<file path="src/common/tim_pkg.sv">
package tim_pkg;

    // ****************************************
    // register offsets (byte index; byte address is four times this)
    // ****************************************
    localparam int NUM_CH = 8;
    localparam logic [7:0] IDX_MODE_SEL = 8'h00;
    localparam logic [7:0] IDX_FORCE = 8'h01;
    localparam logic [7:0] IDX_MASK = 8'h02;
    localparam logic [7:0] IDX_DATA = 8'h03;
    localparam logic [7:0] IDX_CNT_HI = 8'h04;
    localparam logic [7:0] IDX_CNT_LO = 8'h05;
    localparam logic [7:0] IDX_SCR1 = 8'h06;
    localparam logic [7:0] IDX_TOGGLE = 8'h07;
    localparam logic [7:0] IDX_ACT_HI = 8'h08;
    localparam logic [7:0] IDX_ACT_LO = 8'h09;
    localparam logic [7:0] IDX_EDGE_HI = 8'h0A;
    localparam logic [7:0] IDX_EDGE_LO = 8'h0B;
    localparam logic [7:0] IDX_IRQ_EN = 8'h0C;
    localparam logic [7:0] IDX_SCR2 = 8'h0D;
    localparam logic [7:0] IDX_FLAGS = 8'h0E;
    localparam logic [7:0] IDX_OVF = 8'h0F;
    localparam logic [7:0] IDX_VALUE = 8'h10;
    localparam logic [7:0] IDX_ACC_CTL = 8'h20;
    localparam logic [7:0] IDX_ACC_FLG = 8'h21;
    localparam logic [7:0] IDX_ACC_HI = 8'h22;
    localparam logic [7:0] IDX_ACC_LO = 8'h23;
    localparam logic [7:0] IDX_TEST_MODE = 8'h30;

    // ****************************************
    // field positions, masks and reset values
    // ****************************************
    localparam int SCR1_EN_BIT = 7;
    localparam int SCR1_FFCA_BIT = 4;
    localparam logic [7:0] SCR1_MASK = 8'hF0;
    localparam logic [7:0] SCR2_MASK = 8'h8F;
    localparam logic [7:0] OVF_MASK = 8'h80;
    localparam logic [7:0] ACC_CTL_MASK = 8'h7F;
    localparam logic [7:0] ACC_FLG_MASK = 8'h03;
    localparam logic [7:0] RST_BYTE = 8'h00;
    localparam logic [15:0] RST_WORD = 16'h0000;
    localparam logic [31:0] RD_ZERO = 32'h0000_0000;

    // output compare pin actions (two bits per channel)
    typedef enum logic [1:0] {ACT_NONE, ACT_TOGGLE, ACT_CLEAR, ACT_SET} pin_act_e;

    // ****************************************
    // carriers
    // ****************************************
    typedef struct packed {
        logic psel;
        logic penable;
        logic pwrite;
        logic [11:0] paddr;
        logic [31:0] pwdata;
    } apb_req_s;

    typedef struct packed {
        logic pready;
        logic pslverr;
        logic [31:0] prdata;
    } apb_rsp_s;

    typedef struct packed {
        logic [7:0] pin_out;
        logic [7:0] pin_oe;
    } pin_drv_s;

endpackage : tim_pkg

</file>
<file path="src/core/oc_channel.sv">
`timescale 1ns/1ps
module oc_channel
    import tim_pkg::*;
(
    // clock and reset
    input wire logic clk,
    input wire logic rstn,
    // channel control
    input wire logic oc_mode,
    input wire logic [15:0] cmp_value,
    input wire logic [15:0] counter,
    input wire logic cnt_run,
    input wire logic force_pulse,
    input wire logic [1:0] action,
    // channel 7 override
    input wire logic master_hit,
    input wire logic master_mask,
    input wire logic master_data,
    // results
    output logic match,
    output logic pin_level
);

    typedef struct packed {
        logic pin;
    } chan_state_s;

    chan_state_s st_ff;
    chan_state_s nxt_st;

    // a genuine match happens only on a counting cycle in compare mode
    assign match = oc_mode && cnt_run && (counter == cmp_value);
    assign pin_level = st_ff.pin;

    // pin action: channel 7 override first, then forced or matched action
    always_comb
    begin
        nxt_st = st_ff;
        if (master_hit && master_mask)
        begin
            nxt_st.pin = master_data; // RULE6 RULE9
        end
        else if (oc_mode && (force_pulse || match)) // RULE4 RULE7
        begin
            unique case (pin_act_e'(action))
                ACT_NONE: nxt_st.pin = st_ff.pin;
                ACT_TOGGLE: nxt_st.pin = ~st_ff.pin;
                ACT_CLEAR: nxt_st.pin = 1'b0;
                ACT_SET: nxt_st.pin = 1'b1;
            endcase
        end
    end

    // pin level register
    always_ff @(posedge clk or negedge rstn)
    begin
        if (!rstn)
            st_ff <= '0;
        else
            st_ff <= nxt_st;
    end

endmodule : oc_channel

</file>
<file path="src/core/timer_capture_compare_regs.sv">
`timescale 1ns/1ps
// Functional notes
// RULE1: each of eight channels picks capture or compare by its own mode bit
// RULE2: mode bit zero means input capture, one means output compare
// RULE3: force register takes writes anytime and always reads as zero
// RULE4: writing one to a force bit performs the channel's compare pin action now
// RULE5: a forced action never sets the channel flag
// RULE6: channel 7 compare overrides channels 6 to 0 on masked pins
// RULE7: forced and genuine compare together: forced wins, flag stays clear
// RULE8: mask bit set on a compare channel 0 to 6 makes its pin an output
// RULE9: on channel 7 compare, masked pins take the matching master data bit
// RULE10: mode select, master mask and master data are read/write anytime
// RULE11: value register writes are ignored while the channel is in capture mode
// RULE12: the main counter is a sixteen bit up counter
// RULE13: reserved addresses ignore writes and read zero
module timer_capture_compare_regs
    import tim_pkg::*;
#(
    parameter int NCH = NUM_CH
)
(
    // clock and reset
    input wire logic clk,
    input wire logic rstn,
    // apb slave
    input wire apb_req_s apb_req,
    output apb_rsp_s apb_rsp,
    // capture/compare pins
    input wire logic [7:0] pin_in,
    output pin_drv_s pin_drv,
    // channel flags for the system
    output logic [7:0] chan_flags
);

    // ****************************************
    // state
    // ****************************************
    typedef struct packed {
        logic [7:0] mode_sel;
        logic [7:0] mask;
        logic [7:0] data;
        logic [15:0] counter;
        logic [7:0] scr1;
        logic [7:0] toggle;
        logic [15:0] act;
        logic [15:0] edges;
        logic [7:0] irq_en;
        logic [7:0] scr2;
        logic [7:0] flags;
        logic [7:0] ovf;
        logic [7:0] acc_ctl;
        logic [7:0] acc_flg;
        logic [15:0] acc_cnt;
        logic test_mode;
        logic [7:0] force_req;
        logic [7:0] pin_prev;
        logic [NCH*16-1:0] value;
        logic [31:0] prdata;
        logic pready;
        logic [7:0] pin_out;
        logic [7:0] pin_oe;
    } regs_s;

    regs_s r_ff;
    regs_s nxt_r;

    logic [7:0] match;
    logic [7:0] pin_level;
    logic [7:0] byte_idx;
    logic wr_take;
    logic rd_take;
    logic cnt_run;
    logic master_hit;
    logic [7:0] flag_set;

    // ****************************************
    // bus decode
    // ****************************************
    assign byte_idx = apb_req.paddr[9:2];
    assign wr_take = apb_req.psel && apb_req.penable && apb_req.pwrite && r_ff.pready;
    assign rd_take = apb_req.psel && apb_req.penable && !apb_req.pwrite && !r_ff.pready;
    assign cnt_run = r_ff.scr1[SCR1_EN_BIT];
    // channel 7 hit by a genuine match or a forced compare
    assign master_hit = r_ff.mode_sel[7] && (match[7] || r_ff.force_req[7]); // RULE6

    // ****************************************
    // compare channels
    // ****************************************
    genvar gi;
    generate
        for (gi = 0; gi < NCH; gi++)
        begin : g_ch
            oc_channel u_ch (
                .clk(clk),
                .rstn(rstn),
                .oc_mode(r_ff.mode_sel[gi]), // RULE1 RULE2
                .cmp_value(r_ff.value[gi*16 +: 16]),
                .counter(r_ff.counter),
                .cnt_run(cnt_run),
                .force_pulse(r_ff.force_req[gi]),
                .action(r_ff.act[gi*2 +: 2]),
                .master_hit(master_hit && (gi != 7)),
                .master_mask(r_ff.mask[gi]),
                .master_data(r_ff.data[gi]),
                .match(match[gi]),
                .pin_level(pin_level[gi])
            );
        end
    endgenerate

    // ****************************************
    // next state
    // ****************************************
    always_comb
    begin
        nxt_r = r_ff;
        nxt_r.pready = 1'b0;
        nxt_r.force_req = 8'h00; // transient, lasts one cycle
        nxt_r.pin_prev = pin_in;
        flag_set = 8'h00; // events of this cycle; a clear written now loses to them

        // up counter
        if (cnt_run)
            nxt_r.counter = r_ff.counter + 16'h0001; // RULE12
        if (cnt_run && (r_ff.counter == 16'hFFFF))
            nxt_r.ovf[7] = 1'b1;

        // capture on selected edge; compare flag only from a genuine match
        for (int i = 0; i < NCH; i++)
        begin
            if (!r_ff.mode_sel[i])
            begin
                if ((r_ff.edges[i*2] && !r_ff.pin_prev[i] && pin_in[i]) ||
                    (r_ff.edges[i*2+1] && r_ff.pin_prev[i] && !pin_in[i]))
                begin
                    nxt_r.value[i*16 +: 16] = r_ff.counter;
                    nxt_r.flags[i] = 1'b1;
                    flag_set[i] = 1'b1;
                end
            end
            else if (match[i] && !r_ff.force_req[i])
            begin
                nxt_r.flags[i] = 1'b1; // RULE5 RULE7
                flag_set[i] = 1'b1;
            end
        end

        // pins: compare channels with a pin action drive; mask makes compare channels 0..6 outputs
        for (int i = 0; i < NCH; i++)
        begin
            nxt_r.pin_oe[i] = r_ff.mode_sel[i] &&
                ((r_ff.act[i*2 +: 2] != 2'b00) || (i != 7 && r_ff.mask[i])); // RULE8
            nxt_r.pin_out[i] = pin_level[i];
        end

        // one-wait-state read: data set up in the first access cycle
        if (apb_req.psel && apb_req.penable && !r_ff.pready)
        begin
            nxt_r.pready = 1'b1;
            nxt_r.prdata = RD_ZERO;
            if (!apb_req.pwrite)
            begin
                unique case (byte_idx)
                    IDX_MODE_SEL: nxt_r.prdata[7:0] = r_ff.mode_sel; // RULE10
                    IDX_FORCE: nxt_r.prdata[7:0] = RST_BYTE; // RULE3
                    IDX_MASK: nxt_r.prdata[7:0] = r_ff.mask;
                    IDX_DATA: nxt_r.prdata[7:0] = r_ff.data;
                    IDX_CNT_HI: nxt_r.prdata[7:0] = r_ff.counter[15:8];
                    IDX_CNT_LO: nxt_r.prdata[7:0] = r_ff.counter[7:0];
                    IDX_SCR1: nxt_r.prdata[7:0] = r_ff.scr1;
                    IDX_TOGGLE: nxt_r.prdata[7:0] = r_ff.toggle;
                    IDX_ACT_HI: nxt_r.prdata[7:0] = r_ff.act[15:8];
                    IDX_ACT_LO: nxt_r.prdata[7:0] = r_ff.act[7:0];
                    IDX_EDGE_HI: nxt_r.prdata[7:0] = r_ff.edges[15:8];
                    IDX_EDGE_LO: nxt_r.prdata[7:0] = r_ff.edges[7:0];
                    IDX_IRQ_EN: nxt_r.prdata[7:0] = r_ff.irq_en;
                    IDX_SCR2: nxt_r.prdata[7:0] = r_ff.scr2;
                    IDX_FLAGS: nxt_r.prdata[7:0] = r_ff.flags;
                    IDX_OVF: nxt_r.prdata[7:0] = r_ff.ovf;
                    IDX_ACC_CTL: nxt_r.prdata[7:0] = r_ff.acc_ctl;
                    IDX_ACC_FLG: nxt_r.prdata[7:0] = r_ff.acc_flg;
                    IDX_ACC_HI: nxt_r.prdata[7:0] = r_ff.acc_cnt[15:8];
                    IDX_ACC_LO: nxt_r.prdata[7:0] = r_ff.acc_cnt[7:0];
                    IDX_TEST_MODE: nxt_r.prdata[0] = r_ff.test_mode;
                    default:
                    begin
                        if (byte_idx >= IDX_VALUE && byte_idx < IDX_ACC_CTL)
                            nxt_r.prdata[7:0] = byte_idx[0] ?
                                r_ff.value[byte_idx[3:1]*16 +: 8] :
                                r_ff.value[byte_idx[3:1]*16 + 8 +: 8];
                        else
                            nxt_r.prdata = RD_ZERO; // RULE13
                    end
                endcase
            end
        end

        // fast clear: reading a capture value clears its flag
        if (rd_take && r_ff.scr1[SCR1_FFCA_BIT] && byte_idx >= IDX_VALUE && byte_idx < IDX_ACC_CTL
            && !r_ff.mode_sel[byte_idx[3:1]] && !flag_set[byte_idx[3:1]])
            nxt_r.flags[byte_idx[3:1]] = 1'b0;

        // register writes take effect at the completing edge
        if (wr_take)
        begin
            unique case (byte_idx)
                IDX_MODE_SEL: nxt_r.mode_sel = apb_req.pwdata[7:0]; // RULE10
                IDX_FORCE: nxt_r.force_req = apb_req.pwdata[7:0]; // RULE3 RULE4
                IDX_MASK: nxt_r.mask = apb_req.pwdata[7:0];
                IDX_DATA: nxt_r.data = apb_req.pwdata[7:0];
                IDX_CNT_HI:
                    if (r_ff.test_mode)
                        nxt_r.counter[15:8] = apb_req.pwdata[7:0];
                IDX_CNT_LO:
                    if (r_ff.test_mode)
                        nxt_r.counter[7:0] = apb_req.pwdata[7:0];
                IDX_SCR1: nxt_r.scr1 = apb_req.pwdata[7:0] & SCR1_MASK;
                IDX_TOGGLE: nxt_r.toggle = apb_req.pwdata[7:0];
                IDX_ACT_HI: nxt_r.act[15:8] = apb_req.pwdata[7:0];
                IDX_ACT_LO: nxt_r.act[7:0] = apb_req.pwdata[7:0];
                IDX_EDGE_HI: nxt_r.edges[15:8] = apb_req.pwdata[7:0];
                IDX_EDGE_LO: nxt_r.edges[7:0] = apb_req.pwdata[7:0];
                IDX_IRQ_EN: nxt_r.irq_en = apb_req.pwdata[7:0];
                IDX_SCR2: nxt_r.scr2 = apb_req.pwdata[7:0] & SCR2_MASK;
                // write one to clear; a simultaneous set wins
                IDX_FLAGS: nxt_r.flags = nxt_r.flags & ~(apb_req.pwdata[7:0] & ~flag_set);
                IDX_OVF: nxt_r.ovf = nxt_r.ovf & ~(apb_req.pwdata[7:0] & r_ff.ovf & OVF_MASK);
                IDX_ACC_CTL: nxt_r.acc_ctl = apb_req.pwdata[7:0] & ACC_CTL_MASK;
                IDX_ACC_FLG: nxt_r.acc_flg = r_ff.acc_flg & ~(apb_req.pwdata[7:0] & ACC_FLG_MASK);
                IDX_ACC_HI: nxt_r.acc_cnt[15:8] = apb_req.pwdata[7:0];
                IDX_ACC_LO: nxt_r.acc_cnt[7:0] = apb_req.pwdata[7:0];
                IDX_TEST_MODE: nxt_r.test_mode = apb_req.pwdata[0];
                default:
                begin
                    // value bytes only in compare mode; reserved space ignored
                    if (byte_idx >= IDX_VALUE && byte_idx < IDX_ACC_CTL && r_ff.mode_sel[byte_idx[3:1]]) // RULE11
                    begin
                        if (byte_idx[0])
                            nxt_r.value[byte_idx[3:1]*16 +: 8] = apb_req.pwdata[7:0];
                        else
                            nxt_r.value[byte_idx[3:1]*16 + 8 +: 8] = apb_req.pwdata[7:0];
                        if (r_ff.scr1[SCR1_FFCA_BIT] && !match[byte_idx[3:1]])
                            nxt_r.flags[byte_idx[3:1]] = 1'b0;
                    end
                end
            endcase
        end
    end

    // ****************************************
    // registers
    // ****************************************
    always_ff @(posedge clk or negedge rstn)
    begin
        if (!rstn)
            r_ff <= '0;
        else
            r_ff <= nxt_r;
    end

    assign apb_rsp.pready = r_ff.pready;
    assign apb_rsp.pslverr = 1'b0;
    assign apb_rsp.prdata = r_ff.prdata;
    assign pin_drv.pin_out = r_ff.pin_out;
    assign pin_drv.pin_oe = r_ff.pin_oe;
    assign chan_flags = r_ff.flags;
endmodule : timer_capture_compare_regs

</file>
<file path="config.mk">
export PLATFORM = sky130hd
export DESIGN_NAME = timer_capture_compare_regs
export DESIGN_NICKNAME = d
export VERILOG_FILES = /design/src/common/tim_pkg.sv /design/src/core/oc_channel.sv /design/src/core/timer_capture_compare_regs.sv
export SDC_FILE = /design/constraint.sdc
export NUM_CORES = 1
export LEC_CHECK = 0
export BUFFER_PORTS_ARGS = -buffer_cell sky130_fd_sc_hd__buf_2
export CAP_MARGIN = 30
export CORE_UTILIZATION = 50
export DETAILED_ROUTE_END_ITERATION = 10
export PLACE_DENSITY = 0.68
export SYNTH_ARGS = -nofsm -noshare
export SYNTH_HDL_FRONTEND = slang
export SYNTH_SLANG_ARGS = --single-unit
</file>
<file path="constraint.sdc">
create_clock -name clk -period 6 [get_ports clk]
set_input_delay 0.3 -clock clk [delete_from_list [all_inputs] [get_ports clk]]
set_output_delay 0.3 -clock clk [all_outputs]
set_load 0.05 [all_outputs]
</file>
==> reports/metrics.csv, run 1 <==
metric;value;unit
DRT Wirelength;62800;um
Final Util;55.9;%
DR vias;14900;
most area-hungry cell type in the Yosys netlist;dfrtp_1;
Setup TNS;0;ns
TritonCTS clock tree;yes;
largest net degree at the start of global routing;169;
Slew @ Worst Pin;1.17;ns
# rows;69;
global-route wire length before repair;93200;um
Buffers on Ports;61;
CP Class;reg -> reg;
RePlAce Congestion;0.962;
pre-CTS setup slack;2.69;ns
Fmax;300;MHz
Syn Area/Cell;10.4;um2
Async S/R FF share, synth;100;%
fin. max-slew vios;0;
status;complete, but fails checks;
vias in the first global route;14200;
final hold vios;0;
core box area;35800;um2
grt ovf;0;
CTS root buffer;clkbuf_16;
synthesized flop and latch total;309;
Hold Crit Class;in -> reg;
H-Tree Depth;2;
Worst-Skew Late Latency;0.56;ns
Max stage delay cell, worst path;dfrtp_1;
Detail Placement HPWL;42500;um
clock tree sinks;309;
final std cells w/o fill;2245;
Post-synth EDFFs;0;
Worst setup EP type;register;
Die ar.;37400;um2
fin crit period;3.33;ns
Ports;115;
top cells by area in the synthesized netlist;dfrtp_1 42%, mux2_2 9.6%, xor2_1 5.2%, mux4_2 5.0%, mux2i_1 4.8%;
worst vdd ir;0.165;mV
period utilisation layout;55.5;%
Die X;193;um
Post-CTS Resized;0;
WP data arrival;3.78;ns
Top FF cell, synth;dfrtp_1;
failing checks;design-rule violations;
Vias/cell;6.64;
Hold-fix buffers, CTS;9;
CTS clk-pin slew, worst paths;0.06;ns
Yosys warnings;0;
Layout area overhead;9.14;%
Netlist cell types;71;
layout cells sized above 1;21.4;%
DP Cell Count;2166;
CP Launch Type;register;
CTS Buf Count;36;
antenna viol nets, final;0;
Leakage Power;8.91;nW
share of the synthesized area in the top cell type;42.2;%
crit path max fanout;15;
drt wl/cell;28.0;um
CP Cell Sequence;xor2_1, nor4_1, nand4_1, o32ai_1, or4_1, nor3_1, a211oi_1;
Synth Cell Area;18300;um2
initial drt markers;1945;
Mapped Cells;1771;
die height;193;um
Starting Density;51.2;%
unrepaired setup endpoints after global routing;no;
crit-path max cell delay;0.99;ns
max-cap violations;0;
nets@finish;1817;
First-pass DRT Iterations;11;
gr usage total;33.3;%
hold_ws;0.157;ns
DRC Markers;12;
Worst EP required;6.45;ns
clock skew;0.0273;ns
post-synthesis sequential area ratio;42.2;%
Setup Fix Bufs, Post-CTS;0;
power per cell area;257;nW/um2
Longest Clk Path Bufs;3;
Slew HR;21.2;%
initial antenna violation count;3;
final setup violation count;0;
fin worst setup slack;2.67;ns
==> power breakdown <==
part / switching [W] / internal [W] / leakage (nW) / total, W
Clock: 0.000957 / 0.00134 / 0.597 / 0.00230
Sequential: 0.0000997 / 0.00215 / 4.19 / 0.00224
Combinational: 0.000409 / 0.000196 / 4.13 / 0.000604
==> worst paths after layout <==
check,start,endpoint,slack [ns],depth (start not counted)
worst max-delay path,r_ff[321],chan_flags[6],2.67,7
worst min-delay path,apb_req[38],r_ff[193],0.16,3
worst max register to register,r_ff[321],chan_flags[6],2.67,7
worst min register to register,g_ch[4].u_ch.pin_level,pin_drv[12],0.41,0
max in group asynchronous,rstn,g_ch[1].u_ch.pin_level,4.34,3
min in group asynchronous,rstn,r_ff[159],0.29,2
==> cells by family after synthesis <==
| group | count (synthesis) | share of synthesized area, % |
|---|---|---|
| xor gates and xnor gates | 146 | 6.97 |
| other | 1 | 0.0205 |
| adders and majority gates | 7 | 0.478 |
| DFF | 309 | 42.2 |
| AOI/OAI and AO/OA | 310 | 10.6 |
| buffers and inverters | 197 | 5.49 |
| and+or+nand+nor | 515 | 14.8 |
| muxes | 286 | 19.5 |
==> sequential cells by signal, indices dropped and copies added (netlist names) <==
name,flops
chan_flags,8
cnt_run,1
r_ff,267
apb_rsp,9
pin_drv,16
g_ch.u_ch.pin_level,8
==> worst max-delay path, delay by kind of cell (launching register included) <==
kind	cells	cell delay [ns]
xor+xnor	1	0.20
flops	1	0.99
simple gates	4	1.34
compound gates	2	0.67
==> metrics by stage <==
stage / instance area (um2) / total power [W]
2_1_floorplan: 18400 / 0.00265
3_3_place_gp: 18700 / 0.00285
3_5_place_dp: 18700 / 0.00286
4_1_cts: 20000 / 0.00514
5_1_grt: 20000 / 0.00528
6_report: 20000 / 0.00515
==> metal layers <==
metal	GRT usage, %	routed length [um]
met5	0	23
met4	14.7	3010
met3	8.00	7060
met2	49.6	27300
met1	46.4	25400
==> cell type report <==
| cell class | count | area [um2] |
|---|---|---|
| timing repair buffer | 106 | 713 |
| sequential | 309 | 7730 |
| clock inverter | 20 | 245 |
| fill | 3118 | 15800 |
| multi-input combinational | 1289 | 9720 |
| antenna | 3 | 7.51 |
| clock buffer | 46 | 978 |
| inverter | 11 | 41.3 |
| tap | 461 | 577 |
==> cell usage after synthesis, drive strengths merged (11+ instances only) <==
library cell,instances
nand4,28
and2,28
nor3,30
nor2,102
nor4,35
buf,105
mux2,157
nand3b,22
o21ai,84
inv,11
xnor2,38
nor2b,13
nand2,138
a22oi,32
a21oi,106
nand3,69
a222oi,13
and3,19
clkbuf,81
mux2i,88
xor2,108
dfrtp,309
mux4,41
==> cell usage in the layout, fill, tap and decap left out, drive strengths merged, types with 12 or more instances in the layout <==
| master | Yosys | routed |
|---|---|---|
| clkbuf | 81 | 46 |
| inv | 11 | 12 |
| xor2 | 108 | 108 |
| o21ai | 84 | 84 |
| nand3 | 69 | 69 |
| a22oi | 32 | 32 |
| nand4 | 28 | 28 |
| nor3 | 30 | 30 |
| nor4 | 35 | 35 |
| a222oi | 13 | 13 |
| nand2 | 138 | 138 |
| a21oi | 106 | 106 |
| conb | 1 | 25 |
| nor2b | 13 | 13 |
| mux4 | 41 | 41 |
| mux2 | 157 | 157 |
| dfrtp | 309 | 309 |
| buf | 105 | 97 |
| and3 | 19 | 19 |
| clkinv | 0 | 12 |
| nand3b | 22 | 22 |
| and2 | 28 | 28 |
| mux2i | 88 | 88 |
| xnor2 | 38 | 38 |
| nor2 | 102 | 102 |
(Power assumes the default switching activity.)
==> inputs of run 2 (changes only) <==
--- a/config.mk
+++ b/config.mk
@@ -9,7 +9,7 @@
 export CAP_MARGIN = 30
 export CORE_UTILIZATION = 50
 export DETAILED_ROUTE_END_ITERATION = 10
-export PLACE_DENSITY = 0.68
+export PLACE_DENSITY = 0.7
 export SYNTH_ARGS = -nofsm -noshare
 export SYNTH_HDL_FRONTEND = slang
 export SYNTH_SLANG_ARGS = --single-unit
==> constraint.sdc (replaced) <==
create_clock -name clk -period 3.05 [get_ports clk]
set_input_delay 0.1525 -clock clk [delete_from_list [all_inputs] [get_ports clk]]
set_output_delay 0.1525 -clock clk [all_outputs]
set_load 0.05 [all_outputs]
==> run 2 against run 1 <==
Effect of this change: the run still ends with design-rule violations left; flip-flop and latch count unchanged; final cell count up 4.4%; die area unchanged; largest power group is now registers; sequential power up 97%; worst setup slack worse by 2.5 ns; highest routed layer is now met4; wire length up 3.2%; critical path type unchanged; fmax up 15%.
==> reports/metrics.csv, run 2 (synthesized netlist as in run 1, its figures left out) <==
metric;value;unit
Worst-Skew Late Latency;0.54;ns
clock skew;0.0199;ns
Hold Crit Class;in -> reg;
reg2reg start;r_ff[316];
Slew @ Worst Pin;0.929;ns
First-pass DRT Iterations;10;
Setup TNS;0;ns
layout cells sized above 1;25.7;%
Longest Clk Path Bufs;3;
post-route cell area;20800;um2
Sw Ratio;27.7;%
Flop pwr share;44.3;%
global-route wire length before repair;96600;um
fin crit period;2.89;ns
DRC Markers;6;
CP Class;reg -> reg;
TritonCTS clock tree;yes;
Die ar.;37400;um2
Worst EP required;3.48;ns
RePlAce Congestion;1.01;
most frequent cells in the layout;309 x dfrtp_1, 157 x mux2_2, 140 x buf_4;
H-Tree Depth;2;
initial drt markers;2264;
Leakage Power;9.42;nW
Starting Density;51.2;%
clock tree sinks;309;
Antenna diodes;0;
Vias/cell;6.57;
Fillers;2979;
period utilisation layout;94.6;%
initial antenna violation count;2;
hold path cells;3;
grt ovf;0;
CTS clk-pin slew, worst paths;0.06;ns
DR vias;15400;
fin. max-slew vios;0;
gr usage total;34.8;%
Setup Fix Bufs, Post-CTS;0;
power per cell area;480;nW/um2
die height;193;um
commonest non-fill, non-tap cell in the layout;dfrtp_1;
max-cap violations;0;
r2r setup slk;0.16;ns
largest reg by FF count;r_ff;
Post-Place Cell Area;19600;um2
CTS root buffer;clkbuf_16;
status;complete, but fails checks;
failing checks;design-rule violations;
largest net degree at the start of global routing;112;
Pint;0.00721;W
Ports;115;
Buffers on Ports;61;
final hold vios;0;
reg2reg end;chan_flags[7];
Gate power share;12.7;%
hold path start;apb_req[38];
drt wl/cell;27.7;um
final setup violation count;0;
Die X;193;um
Fmax;347;MHz
max reg flops;267;
Worst setup EP type;register;
Sw Pwr;0.00277;W
CP Launch Type;register;
CTS Buf Count;35;
nets@finish;1926;
unrepaired setup endpoints after global routing;no;
Post-CTS Resized;0;
WP data arrival;3.31;ns
vias in the first global route;15000;
# rows;69;
worst vdd ir;0.304;mV
FF-to-FF path depth;7;
Clk pwr share;43.0;%
Detail Placement HPWL;46100;um
core box area;35800;um2
Slew HR;38.1;%
Layout area overhead;13.5;%
crit path max fanout;13;
DRT Wirelength;64800;um
Worst Hold End;r_ff[193];
antenna viol nets, final;0;
[run 2: changes by cell type in the layout (fill, tap and decap cells not counted)]
cell        previous run  this run
buf_4                 36       140
nor4b_2                1         2
clkinv_8               3         1
diode_2                3         0
nor4b_4                1         0
bufinv_16              4         2
buf_12                 1         8
buf_16                 1         0
clkbuf_8               4         9
clkinv_2               9         2
clkinvlp_4             3         0
[run 2: per-layer routing]
| layer | wire length (um) | share of wire [%] | GRT usage [%] |
|---|---|---|---|
| met5 | 0 | 0 | 0 |
| met4 | 3840 | 5.9 | 19.4 |
| met3 | 7430 | 11 | 8.54 |
| met2 | 27700 | 43 | 50.8 |
| met1 | 25800 | 40 | 47.4 |
[run 2: power groups by stage]
stage / Sequential, W / Combinational [W] / Clock, W
final: 0.00442 / 0.00127 / 0.00429
after global routing: 0.00443 / 0.00134 / 0.00447
after CTS: 0.00441 / 0.00124 / 0.00433
after detailed placement: 0.00448 / 0.00123 / 0
after global placement: 0.00447 / 0.00121 / 0
after floorplan: 0.00437 / 0.000832 / 0
[run 2: worst max-delay path by stage]
| stage | start | endpoint | slack, ns | cells after the start |
|---|---|---|---|---|
| 5_1_grt | r_ff[316] | chan_flags[0] | 0.07 | 8 |
| 3_5_place_dp | r_ff[316] | chan_flags[7] | 0.27 | 7 |
| 2_1_floorplan | apb_req[36] | r_ff[119] | 0.41 | 12 |
| 6_report | r_ff[316] | chan_flags[7] | 0.16 | 7 |
| 4_1_cts | r_ff[316] | chan_flags[7] | 0.26 | 7 |
| 3_3_place_gp | r_ff[316] | chan_flags[7] | 0.27 | 7 |
[run 2: area by class of cell]
type / count / area [um2] / area share, %
clock inverter: 6 / 95.1 / 0.457
multi-input combinational: 1289 / 9710 / 46.7
sequential: 309 / 7730 / 37.2
timing repair buffer: 216 / 1610 / 7.72
tap: 461 / 577 / 2.77
clock buffer: 51 / 1050 / 5.03
inverter: 11 / 41.3 / 0.198
[run 2: what timing repair did]
item,CTS,global route
hold buffers,9,0
setup endpoints to repair,0,0
endpoints found under the hold margin,111,0
[run 2: stage by stage]
stage                     hold slack (ns)  util, %  setup WS, ns  power, W  std cells
after global placement              0.286     54.6         0.272   0.00568       2277
after global routing               0.0324     58.1        0.0726    0.0102       2343
after CTS                          0.0124     58.1         0.255   0.00998       2343
final                              0.0291     58.1         0.165   0.00998       2343
after detailed placement            0.291     54.6         0.271   0.00571       2277
after floorplan                    -0.143        -         0.407   0.00520       1795
[run 2: worst max-delay path: stages (launching register included)]
cell and delay [ns]:
dfrtp_1 0.91, xor2_1 0.20, nor4_1 0.11, and3_1 0.24, a311o_1 0.31, or4_1 0.60, nor4_2 0.30, nor2_1 0.08
